<file path="config.mk">
export PLATFORM = sky130hd
export DESIGN_NAME = eir_ext_irq
export DESIGN_NICKNAME = d
export VERILOG_FILES = /design/src/logic/eir_pkg.sv /design/src/logic/eir_ext_irq.sv /design/src/logic/eir_irq_detect.sv
export SDC_FILE = /design/constraint.sdc
export NUM_CORES = 1
export LEC_CHECK = 0
export BUFFER_PORTS_ARGS = -buffer_cell sky130_fd_sc_hd__buf_4
export CORE_MARGIN = 5
export CORE_UTILIZATION = 51
export DETAILED_ROUTE_END_ITERATION = 8
export PLACE_DENSITY = 0.77
export SYNTH_ARGS = -nofsm -noshare
export SYNTH_HDL_FRONTEND = slang
export SYNTH_HIERARCHICAL = 1
export SYNTH_SLANG_ARGS = --single-unit
</file>
<file path="constraint.sdc">
create_clock -name i_core_clk -period 2.08 [get_ports i_core_clk]
set_input_delay 0.208 -clock i_core_clk [delete_from_list [all_inputs] [get_ports i_core_clk]]
set_output_delay 0.208 -clock i_core_clk [all_outputs]
set_load 0.02 [all_outputs]
</file>
<file path="src/logic/eir_pkg.sv">
package eir_pkg;

  // ---------------------------------------------------------------------
  // register addresses and reset values
  // ---------------------------------------------------------------------
  localparam logic [7:0] EIR_CFG_ADDR   = 8'hE4;
  localparam logic [7:0] EIR_TCTL_ADDR  = 8'h88;
  localparam logic [7:0] EIR_CFG_RESET  = 8'h00;
  localparam logic [7:0] EIR_TCTL_RESET = 8'h00;

  // ---------------------------------------------------------------------
  // sizes
  // ---------------------------------------------------------------------
  localparam int EIR_PORT_W = 8;
  localparam int EIR_SEL_W  = 3;
  localparam int EIR_CHAN_N = 2;

  // ---------------------------------------------------------------------
  // field positions in the pin configuration register
  // ---------------------------------------------------------------------
  localparam int EIR_CFG_A_SEL_LSB = 0;
  localparam int EIR_CFG_A_POL     = 3;
  localparam int EIR_CFG_B_SEL_LSB = 4;
  localparam int EIR_CFG_B_POL     = 7;

  // ---------------------------------------------------------------------
  // field positions in the timer control register (our bits only)
  // ---------------------------------------------------------------------
  localparam int EIR_TCTL_A_EDGE = 0;
  localparam int EIR_TCTL_A_PEND = 1;
  localparam int EIR_TCTL_B_EDGE = 2;
  localparam int EIR_TCTL_B_PEND = 3;

  // per-input setup carried to the detector
  typedef struct packed {
    logic                 polarity;
    logic [EIR_SEL_W-1:0] pin_select;
    logic                 edge_mode;
  } eir_chan_cfg_t;

endpackage : eir_pkg

</file>
<file path="src/logic/eir_ext_irq.sv">
`timescale 1ns/10ps

// Operation
// - two independent external inputs, each with own polarity and mode
// - polarity bit 0 means active low, 1 means active high
// - mode bit 1 selects edge detection, 0 selects level detection
// - a 3-bit field picks port 0 pin 0 through 7 per input
// - pin monitoring ignores crossbar routing and never disturbs the pin
// - pending flags sit in timer control bit 1 and bit 3
// - edge mode: active edge sets flag, vectoring to handler clears it
// - level mode: flag reads 1 while input active, 0 while inactive
// - level request still active after handler ends raises another request
module eir_ext_irq
  import eir_pkg::*;
(
  input  wire logic                  i_core_clk,
  input  wire logic                  i_rst_n,
  input  wire logic [EIR_PORT_W-1:0] i_port0_pins,
  input  wire logic [7:0]            i_sfr_addr,
  input  wire logic                  i_sfr_wr,
  input  wire logic [7:0]            i_sfr_wdata,
  input  wire logic [EIR_CHAN_N-1:0] i_irq_vector_ack,
  output logic      [7:0]            o_sfr_rdata,
  output logic      [EIR_CHAN_N-1:0] o_irq_pending
);

  // ---------------------------------------------------------------------
  // declarations
  // ---------------------------------------------------------------------
  logic [EIR_PORT_W-1:0] pin_meta_q;
  logic [EIR_PORT_W-1:0] pin_sync_q;
  logic [7:0]            cfg_q;
  logic [EIR_CHAN_N-1:0] edge_mode_q;
  logic                  cfg_wr;
  logic                  tctl_wr;
  eir_chan_cfg_t         chan_cfg [EIR_CHAN_N];
  logic [EIR_CHAN_N-1:0] sw_pend;
  logic [7:0]            rdata_d;

  // ---------------------------------------------------------------------
  // pin synchronisers
  // ---------------------------------------------------------------------
  // all eight pins are synchronised before the select mux, so changing
  // the select never routes a raw pin into the flag logic; the pins are
  // only read here, so a crossbar peripheral keeps the pin untouched
  genvar gi;
  generate
    for (gi = 0; gi < EIR_PORT_W; gi++) begin : g_sync
      always_ff @(posedge i_core_clk) begin
        if (!i_rst_n) begin
          pin_meta_q[gi] <= 1'b0;
          pin_sync_q[gi] <= 1'b0;
        end else begin
          pin_meta_q[gi] <= i_port0_pins[gi];
          pin_sync_q[gi] <= pin_meta_q[gi];
        end
      end
    end
  endgenerate

  // ---------------------------------------------------------------------
  // register decode
  // ---------------------------------------------------------------------
  // address decode for the two registers this block answers to
  always_comb begin
    cfg_wr  = 1'b0;
    tctl_wr = 1'b0;
    if (i_sfr_wr && (i_sfr_addr == EIR_CFG_ADDR)) begin
      cfg_wr = 1'b1;
    end else if (i_sfr_wr && (i_sfr_addr == EIR_TCTL_ADDR)) begin
      tctl_wr = 1'b1;
    end
  end

  // pin configuration register: polarity and pin select per input
  always_ff @(posedge i_core_clk) begin
    if (!i_rst_n) begin
      cfg_q <= EIR_CFG_RESET;
    end else if (cfg_wr) begin
      cfg_q <= i_sfr_wdata;
    end
  end

  // edge/level mode bits held in the timer control register
  always_ff @(posedge i_core_clk) begin
    if (!i_rst_n) begin
      edge_mode_q <= {EIR_TCTL_RESET[EIR_TCTL_B_EDGE],
                      EIR_TCTL_RESET[EIR_TCTL_A_EDGE]};
    end else if (tctl_wr) begin
      edge_mode_q <= {i_sfr_wdata[EIR_TCTL_B_EDGE],
                      i_sfr_wdata[EIR_TCTL_A_EDGE]};
    end
  end

  // software-written pending values, used in edge mode only
  assign sw_pend = {i_sfr_wdata[EIR_TCTL_B_PEND],
                    i_sfr_wdata[EIR_TCTL_A_PEND]};

  // ---------------------------------------------------------------------
  // per-input setup
  // ---------------------------------------------------------------------
  assign chan_cfg[0] = '{
    polarity:   cfg_q[EIR_CFG_A_POL],
    pin_select: cfg_q[EIR_CFG_A_SEL_LSB +: EIR_SEL_W],
    edge_mode:  edge_mode_q[0]
  };
  assign chan_cfg[1] = '{
    polarity:   cfg_q[EIR_CFG_B_POL],
    pin_select: cfg_q[EIR_CFG_B_SEL_LSB +: EIR_SEL_W],
    edge_mode:  edge_mode_q[1]
  };

  // ---------------------------------------------------------------------
  // detectors
  // ---------------------------------------------------------------------
  // each input has its own detector and flag; both share the synchronised pins and the write strobe
  generate
    for (gi = 0; gi < EIR_CHAN_N; gi++) begin : g_chan
      eir_irq_detect u_detect (
        .i_core_clk   (i_core_clk),
        .i_rst_n      (i_rst_n),
        .i_cfg        (chan_cfg[gi]),
        .i_pins_sync  (pin_sync_q),
        .i_vector_ack (i_irq_vector_ack[gi]),
        .i_sw_wr      (tctl_wr),
        .i_sw_pend    (sw_pend[gi]),
        .o_pending    (o_irq_pending[gi])
      );
    end
  endgenerate

  // ---------------------------------------------------------------------
  // read data
  // ---------------------------------------------------------------------
  // the timer control view carries only this block's four bits; the
  // timer bits live elsewhere and read as zero here
  always_comb begin
    rdata_d = 8'h00;
    if (i_sfr_addr == EIR_CFG_ADDR) begin
      rdata_d = cfg_q;
    end else if (i_sfr_addr == EIR_TCTL_ADDR) begin
      rdata_d[EIR_TCTL_A_EDGE] = edge_mode_q[0];
      rdata_d[EIR_TCTL_A_PEND] = o_irq_pending[0];
      rdata_d[EIR_TCTL_B_EDGE] = edge_mode_q[1];
      rdata_d[EIR_TCTL_B_PEND] = o_irq_pending[1];
    end
  end

  // registered so the output comes straight from a flip-flop; costs one
  // cycle of read latency
  always_ff @(posedge i_core_clk) begin
    if (!i_rst_n) begin
      o_sfr_rdata <= 8'h00;
    end else begin
      o_sfr_rdata <= rdata_d;
    end
  end

  // ---------------------------------------------------------------------
  // checks
  // ---------------------------------------------------------------------
  cfg_write_a : assert property (
    @(posedge i_core_clk) disable iff (!i_rst_n)
    (i_sfr_wr && i_sfr_addr == EIR_CFG_ADDR)
      |=> (cfg_q == $past(i_sfr_wdata)))
    else $error("config write not stored");

  mode_write_a : assert property (
    @(posedge i_core_clk) disable iff (!i_rst_n)
    (i_sfr_wr && i_sfr_addr == EIR_TCTL_ADDR)
      |=> (edge_mode_q[1] == $past(i_sfr_wdata[EIR_TCTL_B_EDGE]))
       && (edge_mode_q[0] == $past(i_sfr_wdata[EIR_TCTL_A_EDGE])))
    else $error("mode write not stored");

  pend_readback_a : assert property (
    @(posedge i_core_clk) disable iff (!i_rst_n)
    (i_sfr_addr == EIR_TCTL_ADDR)
      |=> (o_sfr_rdata[EIR_TCTL_A_PEND] == $past(o_irq_pending[0]))
       && (o_sfr_rdata[EIR_TCTL_B_PEND] == $past(o_irq_pending[1])))
    else $error("pending flags not at bit 1 and bit 3");

  // only the four flag and mode bits answer in the timer control view;
  // every unmapped address reads as zero so stray reads stay harmless
  unmapped_zero_a : assert property (
    @(posedge i_core_clk) disable iff (!i_rst_n)
    (i_sfr_addr != EIR_CFG_ADDR)
      |=> (o_sfr_rdata[7:4] == 4'h0)
       && ($past(i_sfr_addr) == EIR_TCTL_ADDR || o_sfr_rdata == 8'h00))
    else $error("unused read bits not zero");

  // the config register only moves on its own write strobe
  cfg_held_a : assert property (
    @(posedge i_core_clk) disable iff (!i_rst_n)
    !cfg_wr |=> $stable(cfg_q))
    else $error("config changed without a write");

  // both synchroniser stages must have left reset before the sample
  // can be held against the pin two edges back
  sync_two_stage_a : assert property (
    @(posedge i_core_clk) disable iff (!i_rst_n)
    ($past(i_rst_n) && $past(i_rst_n, 2))
      |-> (pin_sync_q == $past(i_port0_pins, 2)))
    else $error("pin sample not two cycles late");

  chan_isolated_a : assert property (
    @(posedge i_core_clk) disable iff (!i_rst_n)
    (edge_mode_q[1] && i_irq_vector_ack[0] && !i_irq_vector_ack[1]
     && !tctl_wr && o_irq_pending[1]) |=> o_irq_pending[1])
    else $error("ack of one input touched the other");

  // three sampled cycles of an active-high pin 0 with a steady setup
  // must show as pending on the edge after them
  level_latency_a : assert property (
    @(posedge i_core_clk) disable iff (!i_rst_n)
    (!edge_mode_q[0] && !cfg_wr && !tctl_wr
     && cfg_q[EIR_CFG_A_POL]
     && cfg_q[EIR_CFG_A_SEL_LSB +: EIR_SEL_W] == 3'h0
     && i_port0_pins[0]) [*3]
      |=> o_irq_pending[0])
    else $error("active-high level missed after three cycles");

endmodule : eir_ext_irq

</file>
<file path="src/logic/eir_irq_detect.sv">
`timescale 1ns/10ps
module eir_irq_detect
  import eir_pkg::*;
(
  input  wire logic                  i_core_clk,
  input  wire logic                  i_rst_n,
  input  wire eir_chan_cfg_t         i_cfg,
  input  wire logic [EIR_PORT_W-1:0] i_pins_sync,
  input  wire logic                  i_vector_ack,
  input  wire logic                  i_sw_wr,
  input  wire logic                  i_sw_pend,
  output logic                       o_pending
);

  // ---------------------------------------------------------------------
  // pin pick and polarity correction
  // ---------------------------------------------------------------------
  logic pin_sel;
  logic active;
  logic active_prev_q;
  logic edge_hit;

  assign pin_sel  = i_pins_sync[i_cfg.pin_select];
  assign active   = i_cfg.polarity ? pin_sel : ~pin_sel;
  assign edge_hit = active & ~active_prev_q;

  // previous sample; resets high so a pin already active at reset
  // does not look like a fresh edge
  always_ff @(posedge i_core_clk) begin
    if (!i_rst_n) begin
      active_prev_q <= 1'b1;
    end else begin
      active_prev_q <= active;
    end
  end

  // pending flag: edge mode latches, level mode follows the pin
  always_ff @(posedge i_core_clk) begin
    if (!i_rst_n) begin
      o_pending <= 1'b0;
    end else if (i_cfg.edge_mode) begin
      if (edge_hit) begin
        o_pending <= 1'b1;
      end else if (i_sw_wr) begin
        o_pending <= i_sw_pend;
      end else if (i_vector_ack) begin
        o_pending <= 1'b0;
      end
    end else begin
      o_pending <= active;
    end
  end

  // ---------------------------------------------------------------------
  // checks
  // ---------------------------------------------------------------------
  edge_sets_flag_a : assert property (
    @(posedge i_core_clk) disable iff (!i_rst_n)
    (i_cfg.edge_mode && edge_hit) |=> o_pending)
    else $error("edge did not set pending");

  vector_clears_a : assert property (
    @(posedge i_core_clk) disable iff (!i_rst_n)
    (i_cfg.edge_mode && i_vector_ack && !edge_hit && !i_sw_wr)
      |=> !o_pending)
    else $error("vector did not clear pending");

  no_edge_idle_a : assert property (
    @(posedge i_core_clk) disable iff (!i_rst_n)
    (i_cfg.edge_mode && !edge_hit && !i_sw_wr && !o_pending)
      |=> !o_pending)
    else $error("edge flag set without an edge");

  level_follows_a : assert property (
    @(posedge i_core_clk) disable iff (!i_rst_n)
    !i_cfg.edge_mode |=> (o_pending == $past(active)))
    else $error("level flag does not follow input");

  level_rerequest_a : assert property (
    @(posedge i_core_clk) disable iff (!i_rst_n)
    (!i_cfg.edge_mode && active && i_vector_ack) |=> o_pending)
    else $error("still-active level did not re-request");

  low_polarity_a : assert property (
    @(posedge i_core_clk) disable iff (!i_rst_n)
    (!i_cfg.edge_mode && !i_cfg.polarity && !pin_sel) |=> o_pending)
    else $error("active-low level not seen");

endmodule : eir_irq_detect

</file>
## After elaboration in Yosys (flattened, before gate mapping)

Cells that the tools add are included.

- Bitwise operators: 6
- Order comparisons: 2
- Equality and inequality tests: 4
- Muxes and demuxes: 19
- Reduce and logical (&&, ||, !) cells: 3

Operator list:

| operator | number |
|---|---|
| 8-bit equality test, second input constant | 2 |
| 1-bit 2-to-1 mux | 15 |
| 3-bit by 4-bit < comparator with 1-bit output, second input constant | 2 |
| 4-bit 2-to-1 mux | 2 |
| 4-bit by 2-bit != test with 1-bit output, second input constant | 2 |
| 1-bit binary-select mux with 3-bit select | 2 |
| 1-bit inverter | 4 |
| 1-bit AND | 2 |
| 1-bit logical AND | 2 |
| 2-bit AND reduction | 1 |

- Bits of input ports: 29
- Output and inout bits: 10
- Bits in registers: 38

## Logic depth before layout (Yosys ltp)

- Word-level depth: 7
- Mapped depth: 7
- Depth with buffers taken out: 7

## Modules after synthesis

Netlist, hierarchy kept.

Modules (own cells, without submodules):

| module | times used | cells an instance | area an instance (um^2) |
|---|---|---|---|
| eir_ext_irq | 1 | 103 | 1134.8 |
| eir_irq_detect | 2 | 15 | 190.2 |

## Worst setup path after synthesis

OpenSTA, ideal clock, no wires.

- Path kind: flip-flop to flip-flop
- Start point: register cfg_q[0]
- End point: register g_chan[0].u_detect.o_pending
- Arrival time: 1425 ps
- Cell stages (with the launch flop): 5
- Required time: 1951 ps
- Setup time: 129 ps
- Path slack: 526 ps
- Cells stage by stage: dfxtp_1 mux4_1 mux2i_4 and3b_2 o32ai_2

- Longest elaborated chain between the ends: 7

RTL lines:

| element | line | text |
|---|---|---|
| start: declaration | eir_ext_irq.sv:32 | `logic [7:0] cfg_q;` |
| start signal: assignment | eir_ext_irq.sv:80 | `cfg_q <= i_sfr_wdata;` |
| 1-bit binary-select mux with 3-bit select (*) | eir_irq_detect.sv:23 | `assign pin_sel = i_pins_sync[i_cfg.pin_select];` |
| 1-bit 2-to-1 mux (implied by the code) (*) | eir_irq_detect.sv:23 |  |
| 1-bit inverter | eir_irq_detect.sv:24 | `assign active = i_cfg.polarity ? pin_sel : ~pin_sel;` |
| 1-bit 2-to-1 mux (*) | eir_irq_detect.sv:24 |  |
| 1-bit AND | eir_irq_detect.sv:25 | `assign edge_hit = active & ~active_prev_q;` |
| 1-bit 2-to-1 mux | eir_irq_detect.sv:42 | `if (edge_hit) begin` |
| 1-bit 2-to-1 mux | eir_irq_detect.sv:41 | `end else if (i_cfg.edge_mode) begin` |
| end signal: assignment | eir_irq_detect.sv:45 | `o_pending <= i_sw_pend;` |
| end signal: assignment | eir_irq_detect.sv:50 | `o_pending <= active;` |
| end: declaration | eir_irq_detect.sv:12 | `output logic o_pending` |

Every way passes the cells marked *; elsewhere a longest branch is shown, timed or not. The select of a mux whose other input is x is not followed.
A chain may end at the register's enable or synchronous reset.

## Worst setup path after layout

Ends and elaborated chain as after synthesis.

==> impl_results.md <==
* Clk pwr share at 30.8%
* Synth cell types at 23
* Clock transition at path regs at 0.10 ns
* Initial DRT Pass Iterations at 4
* Worst Path Arrival at 1.90 ns
* WL per Instance at 13.40 µm
* Critical Path RT at 2.30 ns
* NumNets Final at 202
* CTS buffer count at 5
* Least-Margin Pin Slew at 0.3443 ns
* RSZ-0062 raised after global routing: no
* DRC Markers at 0
* Fmax at 592.3 MHz
* Slew Viols, Final at 0
* Register bit count reported by yosys at 38
* Max IR drop VDD at 0.3894 mV
* Reg power frac at 60.8%
* Ys Warns at 6
* Hold_ws at 0.07957 ns
* Hold buffer count at cts at 0
* Most common cell in the netlist: dfxtp_1
* Static leakage at 0.8640 nW
* Final setup violation count at 0
* GP Congestion at 0.7672
* Final Hold Fails at 0
* Die W at 64.51 µm
* Post-synthesis async set-or-reset flop share at 0%
* Share of layout cells above drive strength 1 at 32.76%
* PortBufs at 38
* Root cell of the clock tree: clkbuf_4
* Critical-path maximum fanout at 4
* Clk_skew at 0.004162 ns
* Clock latency at the later pin of the worst-skew pair at 0.33 ns
* Most common flop cell mapped by yosys: dfxtp_1
* Relative slew slack at 76.95%
* Net Sw Frac at 21.58%
* Io pins at 39
* CP Class: flop to flop
* Post-Syn Area at 1515 µm²
* Final HPWL DP at 2129 µm
* CP startpoint kind: flop
* Number of global-route vias before repair at 1090
* Critical Path End Type: flop
* Initial Util at 54.01%
* Synth Area per Inst at 11.39 µm²
* Total grt overflow at 0
* Post-CTS setup repair buffer count at 0
* Gate power share at 8.4%
* Total power at 0.001239 W
* Filler cell count in the final layout at 236
* Syn Nets at 162
* Gr usage total at 15.14%
* FP Rows at 19
* First-pass GRT wire length at 4830 µm
* Die Y at 64.51 µm
* Non-filler cells, final at 205
* CTS tree: yes
* CORE AREA at 2805 µm²
* Final period util at 81.16%
* Die ar. at 4161 µm²
* Post-synth EDFFs at 0
* 1st-iter DRT viols at 28
* Max Cap Violations at 0
* Layout area overhead at 23.95%
* Post-synth top area share at 50.21%
* Cts repair resizes at 0
* CTS max path bufs at 2
* Vias per cell at 5.161
* Worst Hold Class: input pin to flop
* Dpl cells at 197
* Mapped Cells at 133
* Final wirelength at 2746 µm
* Antenna cells at 0
* Routed via count at 1058
* PwrDens at 659.5 nW/µm²
* H-tree levels at 2
* Status: complete, no violations
* Sink Count at 38
* Initial antenna violation count at 0
* Pint at 0.0009713 W
* Largest area contributor in the synthesized netlist: dfxtp_1
* Ranking of synthesized cells by area: dfxtp_1 (50%), and2_1 (8.3%), mux4_1 (6.9%)
* Most frequent cells after synthesis: dfxtp_1 (38), nand2_1 (25), and2_1 (20), mux2i_1 (10)
* Final min period at 1.688 ns
* ANT nets after route at 0
* NetSw at 0.0002673 W
* Setup_tns at 0 ns
* Sequential cell area fraction in the yosys report at 50.21%
* Largest net degree at the start of global routing at 43
per-layer routing:
metal | routed length, µm | vias up | track usage (%)
met3 | 226 | 7 | 5.527
met4 | 80 | 0 | 8.443
li1 | - | 534 | -
met2 | 1382 | 38 | 26.42
met1 | 1056 | 479 | 15.74
met5 | 0 | - | 0
sequential cells by signal, indices dropped and copies added (netlist names):
signal and count:
edge_mode_q 2, cfg_q 8, o_sfr_rdata 8, g_chan.u_detect/o_pending 2, pin_sync_q 8, pin_meta_q 8
g_chan.u_detect/active_prev_q 2
kinds of logic after synthesis:
family | Yosys count | share of synthesized area, %
and+or+nand+nor | 61 | 24.69
DFF | 38 | 50.21
muxes | 16 | 16.52
AOI/OAI and AO/OA | 8 | 5.285
buffers and inverters | 8 | 2.146
xor gates and xnor gates | 2 | 1.156
layout by cell type, fill, tap and decap left out, drive strengths merged:
cell type and n:
dfxtp 38, buf 38, nand2 25, and2 20, mux2i 12, clkbuf 7
a22oi 4, nor2 4, mux4 4, inv 3, nor4b 2, and3b 2
nor3 2, o311ai 2, nand2b 2, xnor2 2, o32ai 2, nand3 2
and4b 1, and3 1, clkinv 1
stage by stage:
stage               cell area, µm²  setup slack, ns  util [%]
floorplan                     1515           0.5264         -
global placement              1818           0.4256     64.81
detailed placement            1818           0.3876     64.81
CTS                           1878           0.3714     66.95
global route                  1878           0.2838     66.95
finish                        1878           0.3918     66.95
power by group through the flow:
stage | Combinational [W] | Sequential (W) | Clock, W
global route | 0.000116 | 0.000756 | 0.000429
floorplan | 0.0000466 | 0.000771 | 0
global placement | 0.000103 | 0.000769 | 0
finish | 0.000105 | 0.000753 | 0.000381
detailed placement | 0.000106 | 0.000770 | 0
CTS | 0.000107 | 0.000753 | 0.000396
worst paths after layout:
kind,from,to,slack (ns),depth (start not counted)
min,i_port0_pins[3],pin_meta_q[3]$_SDFF_PN0_,0.08,2
max reg2reg,cfg_q[0]$_SDFFE_PN0P_,g_chan[0].u_detect/o_pending$_SDFFE_PN0P_,0.39,4
max,cfg_q[0]$_SDFFE_PN0P_,g_chan[0].u_detect/o_pending$_SDFFE_PN0P_,0.39,4
min reg2reg,pin_meta_q[7]$_SDFF_PN0_,pin_sync_q[7]$_SDFF_PN0_,0.44,1
final cells by class:
| class | instances | area [µm²] | share of cell area (%) |
|---|---|---|---|
| Clock buffer | 7 | 55.05 | 2.931 |
| Sequential cell | 38 | 760.7 | 40.51 |
| Multi-Input combinational cell | 87 | 721.9 | 38.44 |
| Timing Repair Buffer | 38 | 285.3 | 15.19 |
| Inverter | 3 | 11.26 | 0.5996 |
| Tap cell | 31 | 38.79 | 2.065 |
| Clock inverter | 1 | 5.005 | 0.2665 |
critical path: stages (launching register included):
cell	delay, ns
dfxtp_1	0.42
mux4_1	0.63
mux2i_4	0.23
and3b_2	0.22
o32ai_2	0.08
(Power assumes the default switching activity.)
